### src/verilog/vgmc_pkg.sv
// constants, types and register layout of the video misc control bank
// Summary of operation
// - re-encoder compatibility bit defaults off
// - gain value updates per line when 0
// - interval bit 1 updates gain per field
// - 3-bit analog test select, reserved codes ground
// - two bits pick ADC sample phase delay
// - crystal output pin driven only when 1
// - 9-bit start line raises gate, sets field_id to the current field
// - 50 Hz: 312/0/310 map to 1,2,312 lines
// - 60 Hz: 262/0/260 map to 4,5,265 lines
// - 9-bit stop line drops the gate
// - stop uses same line mapping as start
// - alternative position: gate earlier in field two
// - search latency in fields, 000 reserved
// - line clock outputs enabled when bit 0
// - raw gain: 0 off, 128 nominal
// - raw offset is offset binary around 128
// - status pin carries gate when selected
`default_nettype none
package vgmc_pkg;
    localparam logic [7:0] SUB_ANALOG = 8'h14;
    localparam logic [7:0] SUB_START_LO = 8'h15;
    localparam logic [7:0] SUB_STOP_LO = 8'h16;
    localparam logic [7:0] SUB_MISC = 8'h17;
    localparam logic [7:0] SUB_GAIN = 8'h18;
    localparam logic [7:0] SUB_OFFSET = 8'h19;
    localparam int NUM_REGS = 6;
    localparam logic [7:0] RST_ANALOG = 8'h00;
    localparam logic [7:0] RST_START_LO = 8'h00;
    localparam logic [7:0] RST_STOP_LO = 8'h00;
    localparam logic [7:0] RST_MISC = 8'h18;
    localparam logic [7:0] RST_GAIN = 8'h80;
    localparam logic [7:0] RST_OFFSET = 8'h80;
    // 14h fields
    localparam int B_COMPAT = 7;
    localparam int B_UPDATE = 6;
    localparam int B_ATS_HI = 5;
    localparam int B_ATS_LO = 4;
    localparam int B_XTAL = 3;
    localparam int B_AUTO = 2;
    localparam int B_PHASE_HI = 1;
    localparam int B_PHASE_LO = 0;
    // 17h fields
    localparam int B_LCK = 7;
    localparam int B_LCK2 = 6;
    localparam int B_LAT_HI = 5;
    localparam int B_LAT_LO = 3;
    localparam int B_ALT = 2;
    localparam int B_STOP8 = 1;
    localparam int B_START8 = 0;
    localparam logic [2:0] ATS_GROUND = 3'h0;
    localparam logic [2:0] ATS_RESV_A = 3'h5;
    localparam logic [2:0] ATS_RESV_B = 3'h6;
    localparam logic [2:0] LAT_RESERVED = 3'h0;
    localparam logic [2:0] LAT_RECOMMENDED = 3'h3;
    localparam logic [3:0] RT_SEL_GATE = 4'hd;
    // frame line mapping, 50 and 60 Hz
    localparam logic [11:0] FRAME_50 = 12'h271;
    localparam logic [11:0] FMOD_50 = 12'h139;
    localparam logic [11:0] BASE1_50 = 12'h002;
    localparam logic [11:0] BASE2_50 = 12'h13b;
    localparam logic [11:0] FRAME_60 = 12'h20d;
    localparam logic [11:0] FMOD_60 = 12'h107;
    localparam logic [11:0] BASE1_60 = 12'h005;
    localparam logic [11:0] BASE2_60 = 12'h10c;
    localparam int RAW_SHIFT = 7;
    localparam logic [10:0] RAW_ZERO = 11'h080;
    localparam logic [10:0] RAW_MAX = 11'h0ff;
    localparam logic [6:0] DEV_ADDR_DEFAULT = 7'h21; // arbitrary value
    typedef struct packed {
        logic [9:0] line;
        logic field2;
        logic std60;
    } vgmc_line_pos_t;
    typedef struct packed {
        logic [8:0] start;
        logic [8:0] stop;
        logic alt;
    } vgmc_gate_cfg_t;
    typedef enum logic [3:0] {
        ST_IDLE = 4'h0,
        ST_ADDR = 4'h1,
        ST_ADDR_ACK = 4'h2,
        ST_SUB = 4'h3,
        ST_SUB_ACK = 4'h4,
        ST_WR = 4'h5,
        ST_WR_ACK = 4'h6,
        ST_RD = 4'h7,
        ST_RD_ACK = 4'h8
    } vgmc_st_t;
endpackage
`default_nettype wire

### src/verilog/vgmc_line_map.sv
// frame line to programming value conversion
`timescale 1ns/100ps
`default_nettype none
module vgmc_line_map
(
    input wire vgmc_pkg::vgmc_line_pos_t pos_in,
    output logic [8:0] value_out
);
    import vgmc_pkg::*;
    logic [11:0] base;
    logic [11:0] frame;
    logic [11:0] fmod;
    logic [11:0] d;
    always_comb
    begin
        frame = pos_in.std60 ? FRAME_60 : FRAME_50;
        fmod = pos_in.std60 ? FMOD_60 : FMOD_50;
        if (pos_in.std60)
            base = pos_in.field2 ? BASE2_60 : BASE1_60;
        else
            base = pos_in.field2 ? BASE2_50 : BASE1_50;
        d = {2'b00, pos_in.line} - base;
        // second field wraps past the frame's last line
        if (pos_in.field2 && ({2'b00, pos_in.line} < (frame >> 1)))
            d = d + frame;
        if (d[11])
            d = d + fmod;
        value_out = d[8:0];
    end
endmodule
`default_nettype wire

### src/verilog/vgmc_raw_path.sv
// raw data gain and offset stage, registered output
`timescale 1ns/100ps
`default_nettype none
module vgmc_raw_path
(
    input wire logic clk_in,
    input wire logic rst_b_in,
    input wire logic [7:0] raw_in,
    input wire logic [7:0] gain_in,
    input wire logic [7:0] offset_in,
    output logic [7:0] raw_out
);
    import vgmc_pkg::*;
    logic [15:0] prod;
    logic [10:0] sum;
    logic [7:0] raw_nxt;
    logic [7:0] raw_r;
    always_comb
    begin
        prod = {8'h00, raw_in} * {8'h00, gain_in};
        sum = {2'b00, prod[RAW_SHIFT +: 9]} + {3'b000, offset_in} - RAW_ZERO;
        if (sum[10])
            raw_nxt = 8'h00;
        else if (sum > RAW_MAX)
            raw_nxt = 8'hff;
        else
            raw_nxt = sum[7:0];
    end
    always_ff @(posedge clk_in or negedge rst_b_in)
    begin
        if (!rst_b_in)
            raw_r <= 8'h00;
        else
            raw_r <= raw_nxt;
    end
    assign raw_out = raw_r;
endmodule
`default_nettype wire

### src/verilog/vgmc_top.sv
// misc control bank: serial register slave, gate, agc and pin controls
`timescale 1ns/100ps
`default_nettype none
module vgmc_top
#(
    parameter logic [6:0] DEV_ADDR = vgmc_pkg::DEV_ADDR_DEFAULT
)
(
    input wire logic clk_in,
    input wire logic rst_b_in,
    input wire logic scl_in,
    input wire logic sda_in,
    output logic sda_out,
    output logic sda_oe_out,
    input wire vgmc_pkg::vgmc_line_pos_t pos_in,
    input wire logic line_strobe_in,
    input wire logic field_strobe_in,
    input wire logic [7:0] agc_value_in,
    input wire logic analog_sel_hi_in,
    input wire logic [3:0] rt_status_sel_in,
    input wire logic [7:0] raw_data_in,
    output logic [7:0] agc_value_out,
    output logic [2:0] analog_test_select_out,
    output logic [1:0] adc_phase_delay_out,
    output logic crystal_out_enable_out,
    output logic reencoder_compat_out,
    output logic auto_std_detect_ctrl_out,
    output logic vertical_gate_out,
    output logic field_id_out,
    output logic realtime_ctrl_out,
    output logic line_clock_out_enable_out,
    output logic half_line_clock_out_enable_out,
    output logic [2:0] std_search_latency_out,
    output logic [7:0] raw_data_out
);
    import vgmc_pkg::*;

    // pin synchronisers, third stage only for edge detection
    logic scl_s1_r, scl_s2_r, scl_d_r;
    logic sda_s1_r, sda_s2_r, sda_d_r;
    always_ff @(posedge clk_in or negedge rst_b_in)
    begin
        if (!rst_b_in)
        begin
            scl_s1_r <= 1'b1;
            scl_s2_r <= 1'b1;
            scl_d_r <= 1'b1;
            sda_s1_r <= 1'b1;
            sda_s2_r <= 1'b1;
            sda_d_r <= 1'b1;
        end
        else
        begin
            scl_s1_r <= scl_in;
            scl_s2_r <= scl_s1_r;
            scl_d_r <= scl_s2_r;
            sda_s1_r <= sda_in;
            sda_s2_r <= sda_s1_r;
            sda_d_r <= sda_s2_r;
        end
    end
    logic scl_rise, scl_fall, bus_start, bus_stop;
    assign scl_rise = scl_s2_r & ~scl_d_r;
    assign scl_fall = ~scl_s2_r & scl_d_r;
    assign bus_start = scl_s2_r & scl_d_r & sda_d_r & ~sda_s2_r;
    assign bus_stop = scl_s2_r & scl_d_r & ~sda_d_r & sda_s2_r;

    // serial slave and register bank
    vgmc_st_t st_r, st_nxt;
    logic [3:0] cnt_r, cnt_nxt;
    logic [7:0] shift_r, shift_nxt;
    logic [7:0] sub_r, sub_nxt;
    logic rw_r, rw_nxt;
    logic oe_r, oe_nxt;
    logic [7:0] bank_r [NUM_REGS];
    logic [7:0] bank_nxt [NUM_REGS];
    logic [7:0] rd_byte;
    logic [7:0] idx;
    always_comb
    begin
        idx = sub_r - SUB_ANALOG;
        rd_byte = 8'h00;
        for (int i = 0; i < NUM_REGS; i++)
        begin
            if (idx == 8'(i))
                rd_byte = bank_r[i];
        end
        st_nxt = st_r;
        cnt_nxt = cnt_r;
        shift_nxt = shift_r;
        sub_nxt = sub_r;
        rw_nxt = rw_r;
        oe_nxt = oe_r;
        for (int i = 0; i < NUM_REGS; i++)
            bank_nxt[i] = bank_r[i];
        if (bus_stop)
        begin
            st_nxt = ST_IDLE;
            oe_nxt = 1'b0;
        end
        else if (bus_start)
        begin
            st_nxt = ST_ADDR;
            cnt_nxt = 4'h0;
            oe_nxt = 1'b0;
        end
        else
        begin
            unique case (st_r)
                ST_IDLE:
                begin
                    oe_nxt = 1'b0;
                end
                ST_ADDR, ST_SUB, ST_WR:
                begin
                    if (scl_rise)
                    begin
                        shift_nxt = {shift_r[6:0], sda_s2_r};
                        cnt_nxt = cnt_r + 4'h1;
                    end
                    else if (scl_fall && cnt_r == 4'h8)
                    begin
                        cnt_nxt = 4'h0;
                        oe_nxt = 1'b1;
                        if (st_r == ST_ADDR)
                        begin
                            rw_nxt = shift_r[0];
                            st_nxt = ST_ADDR_ACK;
                            if (shift_r[7:1] != DEV_ADDR)
                            begin
                                oe_nxt = 1'b0;
                                st_nxt = ST_IDLE;
                            end
                        end
                        else if (st_r == ST_SUB)
                        begin
                            sub_nxt = shift_r;
                            st_nxt = ST_SUB_ACK;
                        end
                        else
                        begin
                            // writes outside the bank are acknowledged, dropped
                            for (int i = 0; i < NUM_REGS; i++)
                            begin
                                if (idx == 8'(i))
                                    bank_nxt[i] = shift_r;
                            end
                            sub_nxt = sub_r + 8'h01;
                            st_nxt = ST_WR_ACK;
                        end
                    end
                end
                ST_ADDR_ACK:
                begin
                    if (scl_fall)
                    begin
                        cnt_nxt = 4'h0;
                        if (rw_r)
                        begin
                            shift_nxt = rd_byte;
                            oe_nxt = ~rd_byte[7];
                            st_nxt = ST_RD;
                        end
                        else
                        begin
                            oe_nxt = 1'b0;
                            st_nxt = ST_SUB;
                        end
                    end
                end
                ST_SUB_ACK, ST_WR_ACK:
                begin
                    if (scl_fall)
                    begin
                        oe_nxt = 1'b0;
                        cnt_nxt = 4'h0;
                        st_nxt = ST_WR;
                    end
                end
                ST_RD:
                begin
                    if (scl_fall)
                    begin
                        if (cnt_r == 4'h7)
                        begin
                            oe_nxt = 1'b0;
                            cnt_nxt = 4'h0;
                            sub_nxt = sub_r + 8'h01;
                            st_nxt = ST_RD_ACK;
                        end
                        else
                        begin
                            cnt_nxt = cnt_r + 4'h1;
                            shift_nxt = {shift_r[6:0], 1'b0};
                            oe_nxt = ~shift_r[6];
                        end
                    end
                end
                ST_RD_ACK:
                begin
                    // a not-acknowledge from the host ends the read
                    if (scl_rise && sda_s2_r)
                        st_nxt = ST_IDLE;
                    else if (scl_fall)
                    begin
                        shift_nxt = rd_byte;
                        oe_nxt = ~rd_byte[7];
                        st_nxt = ST_RD;
                    end
                end
                default:
                begin
                    st_nxt = ST_IDLE;
                    oe_nxt = 1'b0;
                end
            endcase
        end
    end
    always_ff @(posedge clk_in or negedge rst_b_in)
    begin
        if (!rst_b_in)
        begin
            st_r <= ST_IDLE;
            cnt_r <= 4'h0;
            shift_r <= 8'h00;
            sub_r <= 8'h00;
            rw_r <= 1'b0;
            oe_r <= 1'b0;
            bank_r[0] <= RST_ANALOG;
            bank_r[1] <= RST_START_LO;
            bank_r[2] <= RST_STOP_LO;
            bank_r[3] <= RST_MISC;
            bank_r[4] <= RST_GAIN;
            bank_r[5] <= RST_OFFSET;
        end
        else
        begin
            st_r <= st_nxt;
            cnt_r <= cnt_nxt;
            shift_r <= shift_nxt;
            sub_r <= sub_nxt;
            rw_r <= rw_nxt;
            oe_r <= oe_nxt;
            for (int i = 0; i < NUM_REGS; i++)
                bank_r[i] <= bank_nxt[i];
        end
    end
    // open drain: the line is only ever pulled low
    assign sda_out = 1'b0;
    assign sda_oe_out = oe_r;

    // gate, field id and gain update
    vgmc_gate_cfg_t cfg;
    logic [8:0] cur_val;
    logic [8:0] eff_val;
    logic [2:0] ats;
    logic [2:0] lat;
    assign cfg.start = {bank_r[3][B_START8], bank_r[1]};
    assign cfg.stop = {bank_r[3][B_STOP8], bank_r[2]};
    assign cfg.alt = bank_r[3][B_ALT];
    vgmc_line_map u_map
    (
        .pos_in(pos_in),
        .value_out(cur_val)
    );
    logic gate_r, gate_nxt, fld_r, fld_nxt, rt_r, rt_nxt;
    logic [7:0] agc_r, agc_nxt;
    logic [2:0] ats_r, ats_nxt, lat_r, lat_nxt;
    logic lck_r, lck_nxt, lck2_r, lck2_nxt;
    always_comb
    begin
        // one line earlier in field two: fire when next line matches
        eff_val = (cfg.alt && pos_in.field2) ? cur_val + 9'h001 : cur_val;
        gate_nxt = gate_r;
        fld_nxt = fld_r;
        if (line_strobe_in)
        begin
            if (eff_val == cfg.stop)
                gate_nxt = 1'b0;
            else if (eff_val == cfg.start)
                gate_nxt = 1'b1;
            if (cur_val == cfg.start)
                fld_nxt = pos_in.field2;
        end
        agc_nxt = agc_r;
        if (bank_r[0][B_UPDATE] ? field_strobe_in : line_strobe_in)
            agc_nxt = agc_value_in;
        rt_nxt = (rt_status_sel_in == RT_SEL_GATE) ? gate_nxt : 1'b0;
        ats = {analog_sel_hi_in, bank_r[0][B_ATS_HI:B_ATS_LO]};
        // reserved selections park the output on ground
        ats_nxt = (ats == ATS_RESV_A || ats == ATS_RESV_B) ? ATS_GROUND : ats;
        lat = bank_r[3][B_LAT_HI:B_LAT_LO];
        lat_nxt = (lat == LAT_RESERVED) ? LAT_RECOMMENDED : lat;
        lck_nxt = ~bank_nxt[3][B_LCK];
        lck2_nxt = ~bank_nxt[3][B_LCK2];
    end
    always_ff @(posedge clk_in or negedge rst_b_in)
    begin
        if (!rst_b_in)
        begin
            gate_r <= 1'b0;
            fld_r <= 1'b0;
            agc_r <= 8'h00;
            rt_r <= 1'b0;
            ats_r <= ATS_GROUND;
            lat_r <= LAT_RECOMMENDED;
            lck_r <= 1'b1;
            lck2_r <= 1'b1;
        end
        else
        begin
            gate_r <= gate_nxt;
            fld_r <= fld_nxt;
            agc_r <= agc_nxt;
            rt_r <= rt_nxt;
            ats_r <= ats_nxt;
            lat_r <= lat_nxt;
            lck_r <= lck_nxt;
            lck2_r <= lck2_nxt;
        end
    end
    assign vertical_gate_out = gate_r;
    assign field_id_out = fld_r;
    assign agc_value_out = agc_r;
    assign realtime_ctrl_out = rt_r;
    assign analog_test_select_out = ats_r;
    assign std_search_latency_out = lat_r;
    assign line_clock_out_enable_out = lck_r;
    assign half_line_clock_out_enable_out = lck2_r;
    assign adc_phase_delay_out = bank_r[0][B_PHASE_HI:B_PHASE_LO];
    assign crystal_out_enable_out = bank_r[0][B_XTAL];
    assign reencoder_compat_out = bank_r[0][B_COMPAT];
    assign auto_std_detect_ctrl_out = bank_r[0][B_AUTO];
    vgmc_raw_path u_raw
    (
        .clk_in(clk_in),
        .rst_b_in(rst_b_in),
        .raw_in(raw_data_in),
        .gain_in(bank_r[4]),
        .offset_in(bank_r[5]),
        .raw_out(raw_data_out)
    );
endmodule
`default_nettype wire

### config.mk
export PLATFORM = sky130hd
export DESIGN_NAME = vgmc_top
export DESIGN_NICKNAME = d
export VERILOG_FILES = /design/src/verilog/vgmc_pkg.sv /design/src/verilog/vgmc_line_map.sv /design/src/verilog/vgmc_raw_path.sv /design/src/verilog/vgmc_top.sv
export SDC_FILE = /design/constraint.sdc
export NUM_CORES = 1
export LEC_CHECK = 0
export BUFFER_PORTS_ARGS = -buffer_cell sky130_fd_sc_hd__buf_2
export CAP_MARGIN = 30
export CORE_UTILIZATION = 50
export CTS_CLUSTER_DIAMETER = 80
export CTS_CLUSTER_SIZE = 40
export DETAILED_ROUTE_END_ITERATION = 7
export PLACE_DENSITY = 0.68
export SKIP_LAST_GASP = 1
export SYNTH_ARGS = -nofsm -noshare
export SYNTH_HDL_FRONTEND = slang
export SYNTH_SLANG_ARGS = --single-unit
### constraint.sdc
create_clock -name clk_in -period 7.41 [get_ports clk_in]
set_input_delay 1.482 -clock clk_in [delete_from_list [all_inputs] [get_ports clk_in]]
set_output_delay 1.482 -clock clk_in [all_outputs]
set_load 0.05 [all_outputs]
Yosys cells after proc, flatten, opt, wreduce, memory -nomap -nowiden
Cells that the tools add are included.
Widths: inputs -> output; s select.
{"block": "totals", "reg_bits": 107, "input_bits": 39, "out_inout_bits": 34, "elab_cells": 217}
{"block": "op_classes", "n_addsub": 9, "multipliers": 1, "magnitude_cmp": 2, "n_eq_ne": 46, "mux": 84, "n_bitwise": 20, "reduce_logical": 27}
{"op": "$mux 8", "n": 24}
{"op": "$mux 24", "n": 7}
{"op": "$mux 4", "n": 17}
{"op": "$reduce_and 8->1", "n": 8}
{"op": "$mux 9", "n": 4}
{"op": "$ne 4x4->1 const B", "n": 9}
{"op": "$pmux 8 s4", "n": 1}
{"op": "$eq 9x9->1", "n": 3}
{"op": "$mux 12", "n": 2}
{"op": "$pmux 4 s6", "n": 1}
{"op": "$ne 2x2->1 const B", "n": 11}
{"op": "$eq 4x3->1 const B", "n": 5}
{"op": "$mux 1", "n": 18}
{"op": "$eq 8x2->1 const B", "n": 2}
{"op": "$eq 8x3->1 const B", "n": 2}
{"op": "$mul 8x8->16", "n": 1}
{"op": "$pmux 8 s2", "n": 1}
{"op": "$not 1->1", "n": 13}
{"op": "$add 12x12->12", "n": 1}
{"op": "$eq 4x4->1 const B", "n": 3}
{"op": "$pmux 4 s3", "n": 1}
{"op": "$sub 10x12->12", "n": 1}
{"op": "$gt 11x8->1 const B", "n": 1}
{"op": "$lt 10x11->1", "n": 1}
{"op": "other kinds (35)", "n": 52}

Longest topological paths before layout
Gate-level depths: netlist (run 1).
{"block": "logic_depth", "word_depth": 14, "depth_mapped": 30, "depth_no_buf": 30}

Modules after synthesis
From an unflattened synthesis (run 1), not the netlist that was laid out.
{"block": "unflattened", "cells_unflattened": 1009, "area_unflattened_um2": 9521.6}
{"module": "vgmc_top", "n_inst": 1, "cells_per_inst": 564, "area_per_inst_um2": 5634.2, "seq_area_each_um2": 2494.9}
{"module": "vgmc_raw_path", "n_inst": 1, "cells_per_inst": 293, "area_per_inst_um2": 2682.6, "seq_area_each_um2": 200.2}
{"module": "vgmc_line_map", "n_inst": 1, "cells_per_inst": 152, "area_per_inst_um2": 1204.9, "seq_area_each_um2": 0.0}

Worst setup path after synthesis (run 1)
No wires, ideal clock.
{"block": "synth_timing", "path_type": "input to register", "start": "input port raw_data_in[1]", "end": "register u_raw.raw_r[0], in the netlist u_raw.raw_out[0]", "setup_ns": 0.154, "t_arrival_ns": 6.937, "required_ns": 7.256, "setup_slack_ns": 0.319, "cell_stages": 22, "n_path_buf": 0, "path_cell_list": "and2_1 -> fa_1 -> fa_1 -> fa_1 -> inv_1 -> fa_1 -> inv_1 -> ha_1 -> o21ai_0 -> inv_1 -> a2111o_1 -> and2_1 -> o21a_1 -> or2_2 -> xor2_1 -> ha_1 -> inv_1 -> and2_1 -> or2_2 -> ha_1 -> nor3_2 -> a21oi_1"}
{"block": "synth_between", "elab_chain_cells": 6}
{"item": "start: declaration", "line_no": "vgmc_top.sv:21", "rtl": "input wire logic [7:0] raw_data_in,"}
{"item": "$mul 8x8->16 (*)", "line_no": "vgmc_raw_path.sv:20", "rtl": "prod = {8'h00, raw_in} * {8'h00, gain_in};"}
{"item": "$add 9x8->10 (*)", "line_no": "vgmc_raw_path.sv:21", "rtl": "sum = {2'b00, prod[RAW_SHIFT +: 9]} + {3'b000, offset_in} - RAW_ZERO;"}
{"item": "$sub 11x8->11 (*)", "line_no": "vgmc_raw_path.sv:21"}
{"item": "$gt 11x8->1", "line_no": "vgmc_raw_path.sv:24", "rtl": "else if (sum > RAW_MAX)"}
{"item": "$mux 8", "line_no": "vgmc_raw_path.sv:24"}
{"item": "$mux 8 (*)", "line_no": "vgmc_raw_path.sv:22", "rtl": "if (sum[10])"}
{"item": "net u_raw.raw_nxt[0]", "line_no": "vgmc_raw_path.sv:16", "rtl": "logic [7:0] raw_nxt;"}
{"item": "end signal: assignment", "line_no": "vgmc_raw_path.sv:34", "rtl": "raw_r <= raw_nxt;"}
{"item": "end: declaration", "line_no": "vgmc_raw_path.sv:17", "rtl": "logic [7:0] raw_r;"}
The timed path passes the listed nets; every way through them passes the cells marked *.
A chain may end at the register's enable or synchronous reset.

Worst setup path after layout (run 1)
Ends and elaborated chain as after synthesis.

==> flow_summary.toml, run 1 <==
[die]
rows = 50
pin_count = 73
die_y_um = 141
core_area_um2 = 18800
die_area_um2 = 19800
die_w_um = 141
start_util_pct = 51.2

[power]
p_int_uw = 1070
p_leak_uw = 0.00520
ir_drop_v = 0.000119
switching_share_pct = 34.9
pwr-share-seq_pct = 43.4
power.density_nw_per_um2 = 155
comb_power_share_pct = 26.8
pwr-share-clk_pct = 29.8
switchingPower_uw = 575

[synth]
synth.distinct_cells = 96
ys_warn_count = 0
yosys.area.top_type_share_pct = 24.2
syn_avg_cell_area_um2 = 9.27
netlist_instances = 1036
async_flop_share_pct = 100
synth.area.top_cells = "dfrtp_1 24%, ha_1 9.5%, fa_1 7.9%"
syn-cell-area_um2 = 9600
synth_nets = 1186
ys_ff_latch = 107
yosys.area.top_type = "dfrtp_1"
synth-main-ff-cell = "dfrtp_1"
synth_edf_count = 0
ys_seq_area_share_pct = 28.1

[clocking]
ctsHoldBuffers = 0
cts_buffer_depth = 2
clk_pin_slew_ns = 0.07
cts_tree = "built"
cts_root_buffer = "clkbuf_16"
worstSkewPairLatency_ns = 0.36
cts_sinks = 107
cts-buffers-inserted = 9
cts.htree.levels = 3

[global_route]
globalRouteTotalUtil_pct = 24.4
grt_max_degree = 62
antenna_found_initial = 0
grt_overflow = 0
grt_pass1_vias = 7611
grt_pass1_wl_um = 38400

[sta]
whs_ns = 0.357
setup_tns_ns = 0
slew_violations = 0
tightestPinTransition_ns = 1.01
hold_violations = 0
finalSetupViolCount = 0
finalCriticalPeriod_ns = 7.08
fin_crit_sh_pct = 95.5
fin_skew_ns = 0.00576
clock.fmax_ghz = 0.141
relSlewSlack_pct = 32.4

[finish]
final_util_pct = 56.5
layout-drive-gt1-share_pct = 20.7
post-route-cell-area_um2 = 10600
fillers = 1691
antenna_cells = 0
area.growth.synth_to_final_pct = 10.5
layout.nets = 1249

[place]
gp_congestion = 0.885
placed_area_um2 = 10200
dpl.hpwl_um = 17200
portBuffers = 71

[routing]
wl_per_cell_um = 16.8
firstDrtPassIters = 5
routed-via-count = 7821
vias_per_cell = 5.85
routed_wl_um = 22400
first_iter_violations = 467
ant_nets = 0
drcViolationCount = 0

[min_path]
hp-class = "register to register"

[setup_path]
worstPathRequired_ns = 7.64
cp.arrival_ns = 7.31
end_kind = "register"
startpoint_type = "input pin"
crit_path_max_fanout = 8
crit_type = "input pin to register"

[run]
cap_violations = 0

[outcome]
outcome = "finished, final reports clean"
==> layout by cell type (no fill, tap or decap), types with 4 or more instances in the layout <==
cell type and n:
mux2i_1 9, o31ai_1 4, a21oi_1 62, nand2b_1 6
dfstp_2 14, buf_2 70, nand2_1 69, xor2_1 14
xnor2_1 26, o21bai_1 11, a21oi_2 4, or2_2 10
o211ai_1 5, nand3b_1 6, o21a_1 12, and4_1 4
a21o_1 8, fa_1 37, mux2_2 60, nand4_1 7
clkbuf_16 9, nor2b_1 6, nand3_1 26, a221oi_1 9
ha_1 73, xnor3_1 6, a22oi_1 8, a31oi_1 8
o21ai_0 40, and2_1 61, nor3_1 20, or3_1 9
o22ai_1 6, a211oi_1 20, dfrtp_1 93, buf_4 26
and3_1 8, inv_1 78, nor2_1 74
==> path summary, 6_finish.rpt <==
check / from / to / slack [ns] / cells past startpoint
worst max-delay path: raw_data_in[1] / u_raw.raw_out[0] / 0.33 / 23
worst max register to register: bank_r[15] / u_raw.raw_out[0] / 1.00 / 22
max in group asynchronous: rst_b_in / sub_r[7] / 5.11 / 2
min in group asynchronous: rst_b_in / vertical_gate_out / 1.13 / 1
worst min-delay path: sda_s1_r / sda_s2_r / 0.36 / 0
worst min register to register: sda_s1_r / sda_s2_r / 0.36 / 0
==> power groups by stage <==
stage,registers [uW],logic [uW],clock network (uW)
floorplan,668,355,0
global placement,723,433,0
detailed placement,723,438,0
CTS,712,440,506
global route,721,491,530
finish,715,442,492
==> layout make-up <==
class / count / area [um^2] / area share, %
multi-input cells: 807 / 6480 / 61.1
flip-flops and latches: 107 / 2700 / 25.4
repair buffers: 96 / 546 / 5.14
inverters: 78 / 293 / 2.76
well taps: 234 / 293 / 2.76
clock buffers: 11 / 243 / 2.29
clock inverters: 5 / 61.3 / 0.578
==> critical path: stages <==
cell	delay [ns]
buf_2	0.13
and2_1	0.17
fa_1	0.51
fa_1	0.54
fa_1	0.56
inv_1	0.06
fa_1	0.53
inv_1	0.04
ha_1	0.29
o21ai_0	0.15
inv_1	0.07
a2111o_1	0.43
and2_1	0.17
o21a_1	0.18
or2_2	0.28
xor2_1	0.14
ha_1	0.27
inv_1	0.05
and2_1	0.14
or2_2	0.32
ha_1	0.33
nor3_4	0.34
a21oi_1	0.12
==> cells by family (layout without fill, tap and decap cells) <==
group,Yosys count,after routing,synth area share [%]
adder cells (fa/ha/maj),111,111,17.4
multiplexers,69,69,7.98
other,1,1,0.0391
flip-flops,107,107,28.1
buffers and inverters,122,190,4.99
AO/OA/AOI/OAI,240,240,17.4
AND/OR/NAND/NOR,340,340,19.1
XOR/XNOR,46,46,5.06
==> synth_stat cells (14+ instances only) <==
cell,number
nor2_1,74
inv_1,78
a211oi_1,20
o21ai_0,40
a21oi_1,65
mux2_2,60
fa_1,38
dfstp_2,14
and2_1,61
nand2_1,69
clkbuf_1,34
xnor2_1,26
ha_1,73
dfrtp_1,93
nand3_1,26
nor3_1,20
xor2_1,14
==> per-layer routing <==
layer	GRT usage [%]	part of all wire, %	wire, um	vias to the layer above
li1	-	-	-	3827
met1	35.1	48	10800	3774
met4	4.58	1.1	251	0
met2	39.2	46	10300	203
met3	3.77	4.9	1100	17
met5	0	0	0	-
==> what timing repair did <==
action,4_1_cts,5_1_grt
setup endpoints to repair,0,8
buffers inserted,0,2
gates resized for setup,0,8
==> state kept, by name (all words and copies together) (netlist names), 3 cells and up <==
signal,flops
std_search_latency_out,3
cnt_r,4
agc_value_out,8
st_r,4
sub_r,8
bank_r,41
u_raw.raw_out,8
shift_r,8
analog_test_select_out,3
==> stage by stage <==
| stage | power, uW | setup slack (ns) | cells |
|---|---|---|---|
| floorplan | 1020 | 0.319 | 1036 |
| global placement | 1160 | -0.177 | 1320 |
| detailed placement | 1160 | -0.246 | 1320 |
| CTS | 1660 | 0.109 | 1336 |
| global route | 1740 | -0.0113 | 1338 |
| finish | 1650 | 0.332 | 1338 |
No activity file was read; power rests on OpenSTA's default activity.
==> inputs of run 2 (changes only) <==
--- a/config.mk
+++ b/config.mk
@@ -7,11 +7,11 @@
 export LEC_CHECK = 0
 export BUFFER_PORTS_ARGS = -buffer_cell sky130_fd_sc_hd__buf_2
 export CAP_MARGIN = 30
-export CORE_UTILIZATION = 50
+export CORE_UTILIZATION = 55
 export CTS_CLUSTER_DIAMETER = 80
 export CTS_CLUSTER_SIZE = 40
 export DETAILED_ROUTE_END_ITERATION = 7
-export PLACE_DENSITY = 0.68
+export PLACE_DENSITY = 0.74
 export SKIP_LAST_GASP = 1
 export SYNTH_ARGS = -nofsm -noshare
 export SYNTH_HDL_FRONTEND = slang
==> run 2 against run 1 <==
  * Non-clock buffer count is 3 lower
  * Final cell count shrank 1.3%
  * Sequential cell count unchanged
  * Count of clock-buffer cells in the layout shrank 2
  * Wire length is 0.76% lower
  * Combinational power grew 1%
  * Hold slack improved by 0.00088 ns
  * Global-route usage is 2.1 points higher
  * Critical path depth increased by 4
  * Maximum frequency is 0.39% higher
  * Largest cell class unchanged
  * Largest power group unchanged
==> flow_summary.toml, run 2 (same netlist as run 1, synthesis figures left out) <==
[power]
power.density_nw_per_um2 = 154
comb_power_share_pct = 27.6
switching_share_pct = 36.2
p_int_uw = 1030
p_leak_uw = 0.00517
totalPowerFinal_uw = 1620
pwr-share-seq_pct = 44.2
pwr-share-clk_pct = 28.3
switchingPower_uw = 587
ir_drop_v = 0.000177

[routing]
wl_per_cell_um = 16.8
ant_nets = 0
drcViolationCount = 0
firstDrtPassIters = 5
routed_wl_um = 22300
vias_per_cell = 5.93
first_iter_violations = 499
routed-via-count = 7830

[finish]
layout_common_cells = "93 x dfrtp_1, 78 x inv_1, 73 x nor2_1, 73 x ha_1, 70 x buf_2"
instances_no_fill = 1321
largest_reg_flops = 41
layout_commonest_cell = "dfrtp_1"
area.growth.synth_to_final_pct = 9.54
fillers = 1473
post-route-cell-area_um2 = 10500
top_register = "bank_r"
multi_input_area_um2 = 6460
layout.nets = 1246
layout-drive-gt1-share_pct = 20.3
seqCellArea_um2 = 2700
antenna_cells = 0

[clocking]
worstSkewPairLatency_ns = 0.36
cts-buffers-inserted = 9
cts_sinks = 107
ctsHoldBuffers = 0
cts_root_buffer = "clkbuf_16"
cts_buffer_depth = 2
clk_pin_slew_ns = 0.07
cts.htree.levels = 3
cts_tree = "built"
post_cts_buffers = 0

[min_path]
hold_end = "sda_s2_r"
hold_depth = 0
hp-start = "sda_s1_r"
hp-class = "register to register"

[setup_path]
path_delay_family = "adder cells"
worstPathRequired_ns = 7.64
cp_num_buf_inv = 5
rr_endpoint = "u_raw.raw_out[5]"
cp_common_cell = "ha_1"
cp.arrival_ns = 7.28
cp_slowest_cell = "fa_1"
cpPeakStageDelay_ns = 0.52
crit_path_max_fanout = 8
r2r_setup_slack_ns = 1.06
end_kind = "register"
crit_start = "raw_data_in[1]"
reg2regPathDepth = 26
crit_type = "input pin to register"
startpoint_type = "input pin"
r2r-start = "bank_r[10]"

[global_route]
globalRoute.busiestLayer = "met2"
use_met3_pct = 4.35
grt_pass1_vias = 7691
grt_overflow = 0
globalRouteTotalUtil_pct = 26.5
grt_pass1_wl_um = 38000
antenna_found_initial = 0
grt_max_degree = 58
globalRouteMet1Util_pct = 36.4
met2_usage_pct = 43.7

[place]
gp_congestion = 0.878
dpl.cell_count = 1304
dpl.hpwl_um = 17200
portBuffers = 71
place_ws_ns = -0.115
placed_area_um2 = 10200

[outcome]
outcome = "finished, final reports clean"

[sta]
finalSetupViolCount = 0
fin_skew_ns = 0.00965
hold_violations = 0
slew_violations = 0
timing.final.ws_setup_ns = 0.360
finalCriticalPeriod_ns = 7.05
fin_crit_sh_pct = 95.1
tightestPinTransition_ns = 0.980
relSlewSlack_pct = 34.7
rsz0062_at_grt = "no"
clock.fmax_ghz = 0.142

[die]
die_y_um = 134
die_area_um2 = 18000
core_area_um2 = 16800
die_w_um = 134
start_util_pct = 57.1
rows = 47
pin_count = 73

[run]
cap_violations = 0
run 2: cell count changes in the layout (fill, tap and decap cells not counted), moves of 2 or more:
cell | before | now
a21oi_1 | 62 | 65
a21oi_2 | 4 | 2
buf_4 | 26 | 22
clkinv_2 | 1 | 3
run 2: routing by layer:
metal / part of all wire [%] / vias to the layer above / wire length [um]
li1: - / 3820 / -
met4: 1.0 / 0 / 229
met2: 47 / 174 / 10500
met1: 47 / 3815 / 10500
met5: 0 / - / 0
met3: 4.4 / 21 / 988
run 2: power groups by stage:
stage / clock (uW) / sequential (uW) / combinational (uW)
6_report: 458 / 715 / 447
3_5_place_dp: 0 / 723 / 442
4_1_cts: 470 / 712 / 444
5_1_grt: 492 / 722 / 497
2_1_floorplan: 0 / 668 / 355
3_3_place_gp: 0 / 721 / 433
run 2: worst max path at each step:
stage,cells after the start,slack (ns),endpoint
after floorplan,22,0.32,u_raw.raw_out[0]
after global placement,27,-0.04,u_raw.raw_out[1]
after detailed placement,27,-0.11,u_raw.raw_out[5]
after CTS,27,0.26,u_raw.raw_out[5]
after global routing,29,0.02,u_raw.raw_out[5]
final,27,0.36,u_raw.raw_out[5]
run 2: area by class of cell:
type | count | area share (%)
clock buffer | 9 | 2.14
clock inverter | 7 | 0.488
inverter | 78 | 2.78
multi-input combinational | 807 | 61.4
sequential | 107 | 25.6
tap | 220 | 2.62
timing repair buffer | 93 | 4.95
run 2: what timing repair did:
| action | CTS | global route |
|---|---|---|
| endpoints found under the setup margin | 0 | 8 |
| resized for setup | 0 | 4 |
| endpoints found under the hold margin | 0 | 0 |
run 2: stage by stage:
stage / hold slack, ns / TNS, ns / utilization (%)
final: 0.358 / 0 / 62.5
after global routing: 0.359 / 0 / 62.5
after CTS: 0.358 / 0 / 62.4
after detailed placement: 0.347 / -0.832 / 60.7
after global placement: 0.346 / -0.284 / 60.7
after floorplan: 0.345 / 0 / -
run 2: worst register-to-register path, cell delays in order, from the launching register on:
cell and delay (ns):
dfrtp_1 0.51, and2_1 0.21, ha_1 0.21, fa_1 0.48
ha_1 0.29, inv_1 0.05, fa_1 0.52, inv_1 0.04
ha_1 0.27, and3_1 0.16, a41o_1 0.23, a21o_1 0.17
a21oi_1 0.13, buf_4 0.15, o21ai_0 0.09, a2111o_1 0.38
and2_1 0.16, o21a_1 0.18, or2_2 0.28, xor2_1 0.15
ha_1 0.28, inv_1 0.05, and2_1 0.14, or2_2 0.33
ha_1 0.32, nor3_4 0.34, a21oi_1 0.12
==> inputs of run 3 (changes only) <==
--- a/config.mk
+++ b/config.mk
@@ -15,4 +15,5 @@
 export SKIP_LAST_GASP = 1
 export SYNTH_ARGS = -nofsm -noshare
 export SYNTH_HDL_FRONTEND = slang
+export SYNTH_HIERARCHICAL = 1
 export SYNTH_SLANG_ARGS = --single-unit
==> run 3 against run 2 <==
  * Global-route usage decreased by 0.61 points
  * Combinational power increased by 61%
  * Synthesized cell count decreased by 2.6%
  * Critical path type unchanged
==> flow_summary.toml, run 3 <==
[synth]
ys_warn_count = 6
syn-cell-area_um2 = 9520
syn_avg_cell_area_um2 = 9.44
synth.distinct_cells = 95
yosys.area.top_type = "dfrtp_1"
synthMuxAreaShare_pct = 9.37
synth-main-ff-cell = "dfrtp_1"
ys_seq_area_share_pct = 28.3
yosysMostFrequentCell = "dfrtp_1"
synth-xor-area-share_pct = 5.77
async_flop_share_pct = 100
yosys.area.top_type_share_pct = 24.4
synth_compound_area_share_pct = 15.6
synth_nets = 1159
synth_common_cells = "93 x dfrtp_1, 78 x inv_1, 73 x ha_1"
yosys.area_share.simple_pct = 18.3
ys_ff_latch = 107
synth_fa_ha_area_share_pct = 17.7
synth_edf_count = 0
netlist_instances = 1009
synth_top_family_by_area = "simple AND/OR/NAND/NOR gates"
synth.area.top_cells = "dfrtp_1 24%, ha_1 9.6%, mux2_2 8.4%"

[die]
die_w_um = 134
die_area_um2 = 17800
core_area_um2 = 16800
rows = 47
die_y_um = 134
start_util_pct = 56.8
pin_count = 73

[sta]
relSlewSlack_pct = 34.5
finalCriticalPeriod_ns = 6.98
finalSetupViolCount = 0
slew_violations = 0
rsz0062_at_grt = "no"
tightestPinTransition_ns = 0.981
fin_crit_sh_pct = 94.2
fin_skew_ns = 0.0140
timing.final.ws_setup_ns = 0.431
setup_tns_ns = 0
hold_violations = 0
clock.fmax_ghz = 0.143

[finish]
layout_commonest_cell = "dfrtp_1"
multi_input_area_um2 = 6380
final_util_pct = 61.8
top_register = "bank_r"
layout.nets = 1211
largest_reg_flops = 41
area.growth.synth_to_final_pct = 8.82
layout_common_cells = "93 x dfrtp_1, 78 x inv_1, 73 x ha_1, 71 x mux2_2, 70 x buf_2"
post-route-cell-area_um2 = 10400
seqCellArea_um2 = 2700
layout-drive-gt1-share_pct = 21.8
fillers = 1484
antenna_cells = 0

[place]
portBuffers = 71
gp_congestion = 0.925
dpl.hpwl_um = 16400
place_ws_ns = 0.00615
placed_area_um2 = 10000

[clocking]
cts_tree = "built"
cts_sinks = 107
cts-buffers-inserted = 9
ctsHoldBuffers = 0
clk_pin_slew_ns = 0.08
post_cts_buffers = 0
worstSkewPairLatency_ns = 0.37
cts_root_buffer = "clkbuf_16"
cts_buffer_depth = 2
cts.htree.levels = 3

[setup_path]
startpoint_type = "input pin"
crit_path_max_fanout = 8
cp_common_cell = "fa_1"
cp_slowest_cell = "fa_1"
cp.arrival_ns = 7.25
cpPeakStageDelay_ns = 0.58
cp_num_buf_inv = 3
end_kind = "register"
crit_type = "input pin to register"
worstPathRequired_ns = 7.68
path_delay_family = "adder cells"

[power]
power.density_nw_per_um2 = 189
ir_drop_v = 0.000156
p_leak_uw = 0.00507

[global_route]
grt_max_degree = 69
grt_pass1_vias = 7540
globalRouteTotalUtil_pct = 25.8
antenna_found_initial = 0
grt_overflow = 0
grt_pass1_wl_um = 37100

[routing]
first_iter_violations = 386
routed_wl_um = 21500
wl_per_cell_um = 16.7
drcViolationCount = 0
routed-via-count = 7548
ant_nets = 0
vias_per_cell = 5.87
firstDrtPassIters = 6

[min_path]
hp-class = "register to register"

[run]
cap_violations = 0

[outcome]
outcome = "finished, final reports clean"
run 3: cell count changes in the layout (fill, tap and decap cells not counted), moves of 6 or more:
cell and change:
and2_1 -18, xnor2_1 +17, nor2_1 -15, buf_4 -14
a211oi_1 -12, and2_2 +12, mux2_2 +11, o22ai_1 +9
or2_2 -7, nand3_1 -6, nor4_1 +6, or3_1 -6
xnor3_1 -6
run 3: stage by stage:
stage / hold slack (ns) / total power (uW) / std cells
after floorplan: 0.345 / 1270 / 1009
after global placement: 0.346 / 1440 / 1270
after detailed placement: 0.348 / 1460 / 1270
after CTS: 0.352 / 1960 / 1286
after global routing: 0.353 / 2080 / 1286
final: 0.347 / 1950 / 1286
run 3: layout make-up:
cell class	count	area share, %
multi-input combinational	787	61.5
tap	220	2.66
sequential	107	26.0
clock buffer	9	2.17
inverter	78	2.83
clock inverter	7	0.833
timing repair buffer	78	3.96
run 3: cell families after synthesis:
logic type,count (synthesis)
xor+xnor,61
compound gates,225
flops,107
simple gates,308
fa+ha+maj,112
other cells,1
mux,80
buf+inv,115
run 3: report_power, final:
group,total (uW),switching [uW],internal [uW],leakage (uW)
clock network,494,250,244,0.000153
logic,720,420,300,0.00351
registers,741,113,628,0.00141
run 3: final timing paths:
path	from	cells after the start	slack, ns	end
worst max-delay path	raw_data_in[2]	27	0.43	u_raw/raw_out[7]
worst min-delay path	sda_s1_r	0	0.35	sda_s2_r
worst max register to register	bank_r[15]	28	1.06	u_raw/raw_out[7]
worst min register to register	sda_s1_r	0	0.35	sda_s2_r
max in group asynchronous	rst_b_in	2	5.10	std_search_latency_out[2]
min in group asynchronous	rst_b_in	1	1.08	agc_value_out[6]
run 3: what timing repair did:
item | in CTS | in global routing
gates resized for setup | 0 | 3
endpoints found under the setup margin | 0 | 8
endpoints found under the hold margin | 0 | 0
run 3: layer usage:
layer	global-route usage [%]	part of all wire [%]
met1	36.0	48
met2	42.4	47
met3	2.59	3.5
met4	8.02	1.7
met5	0	0
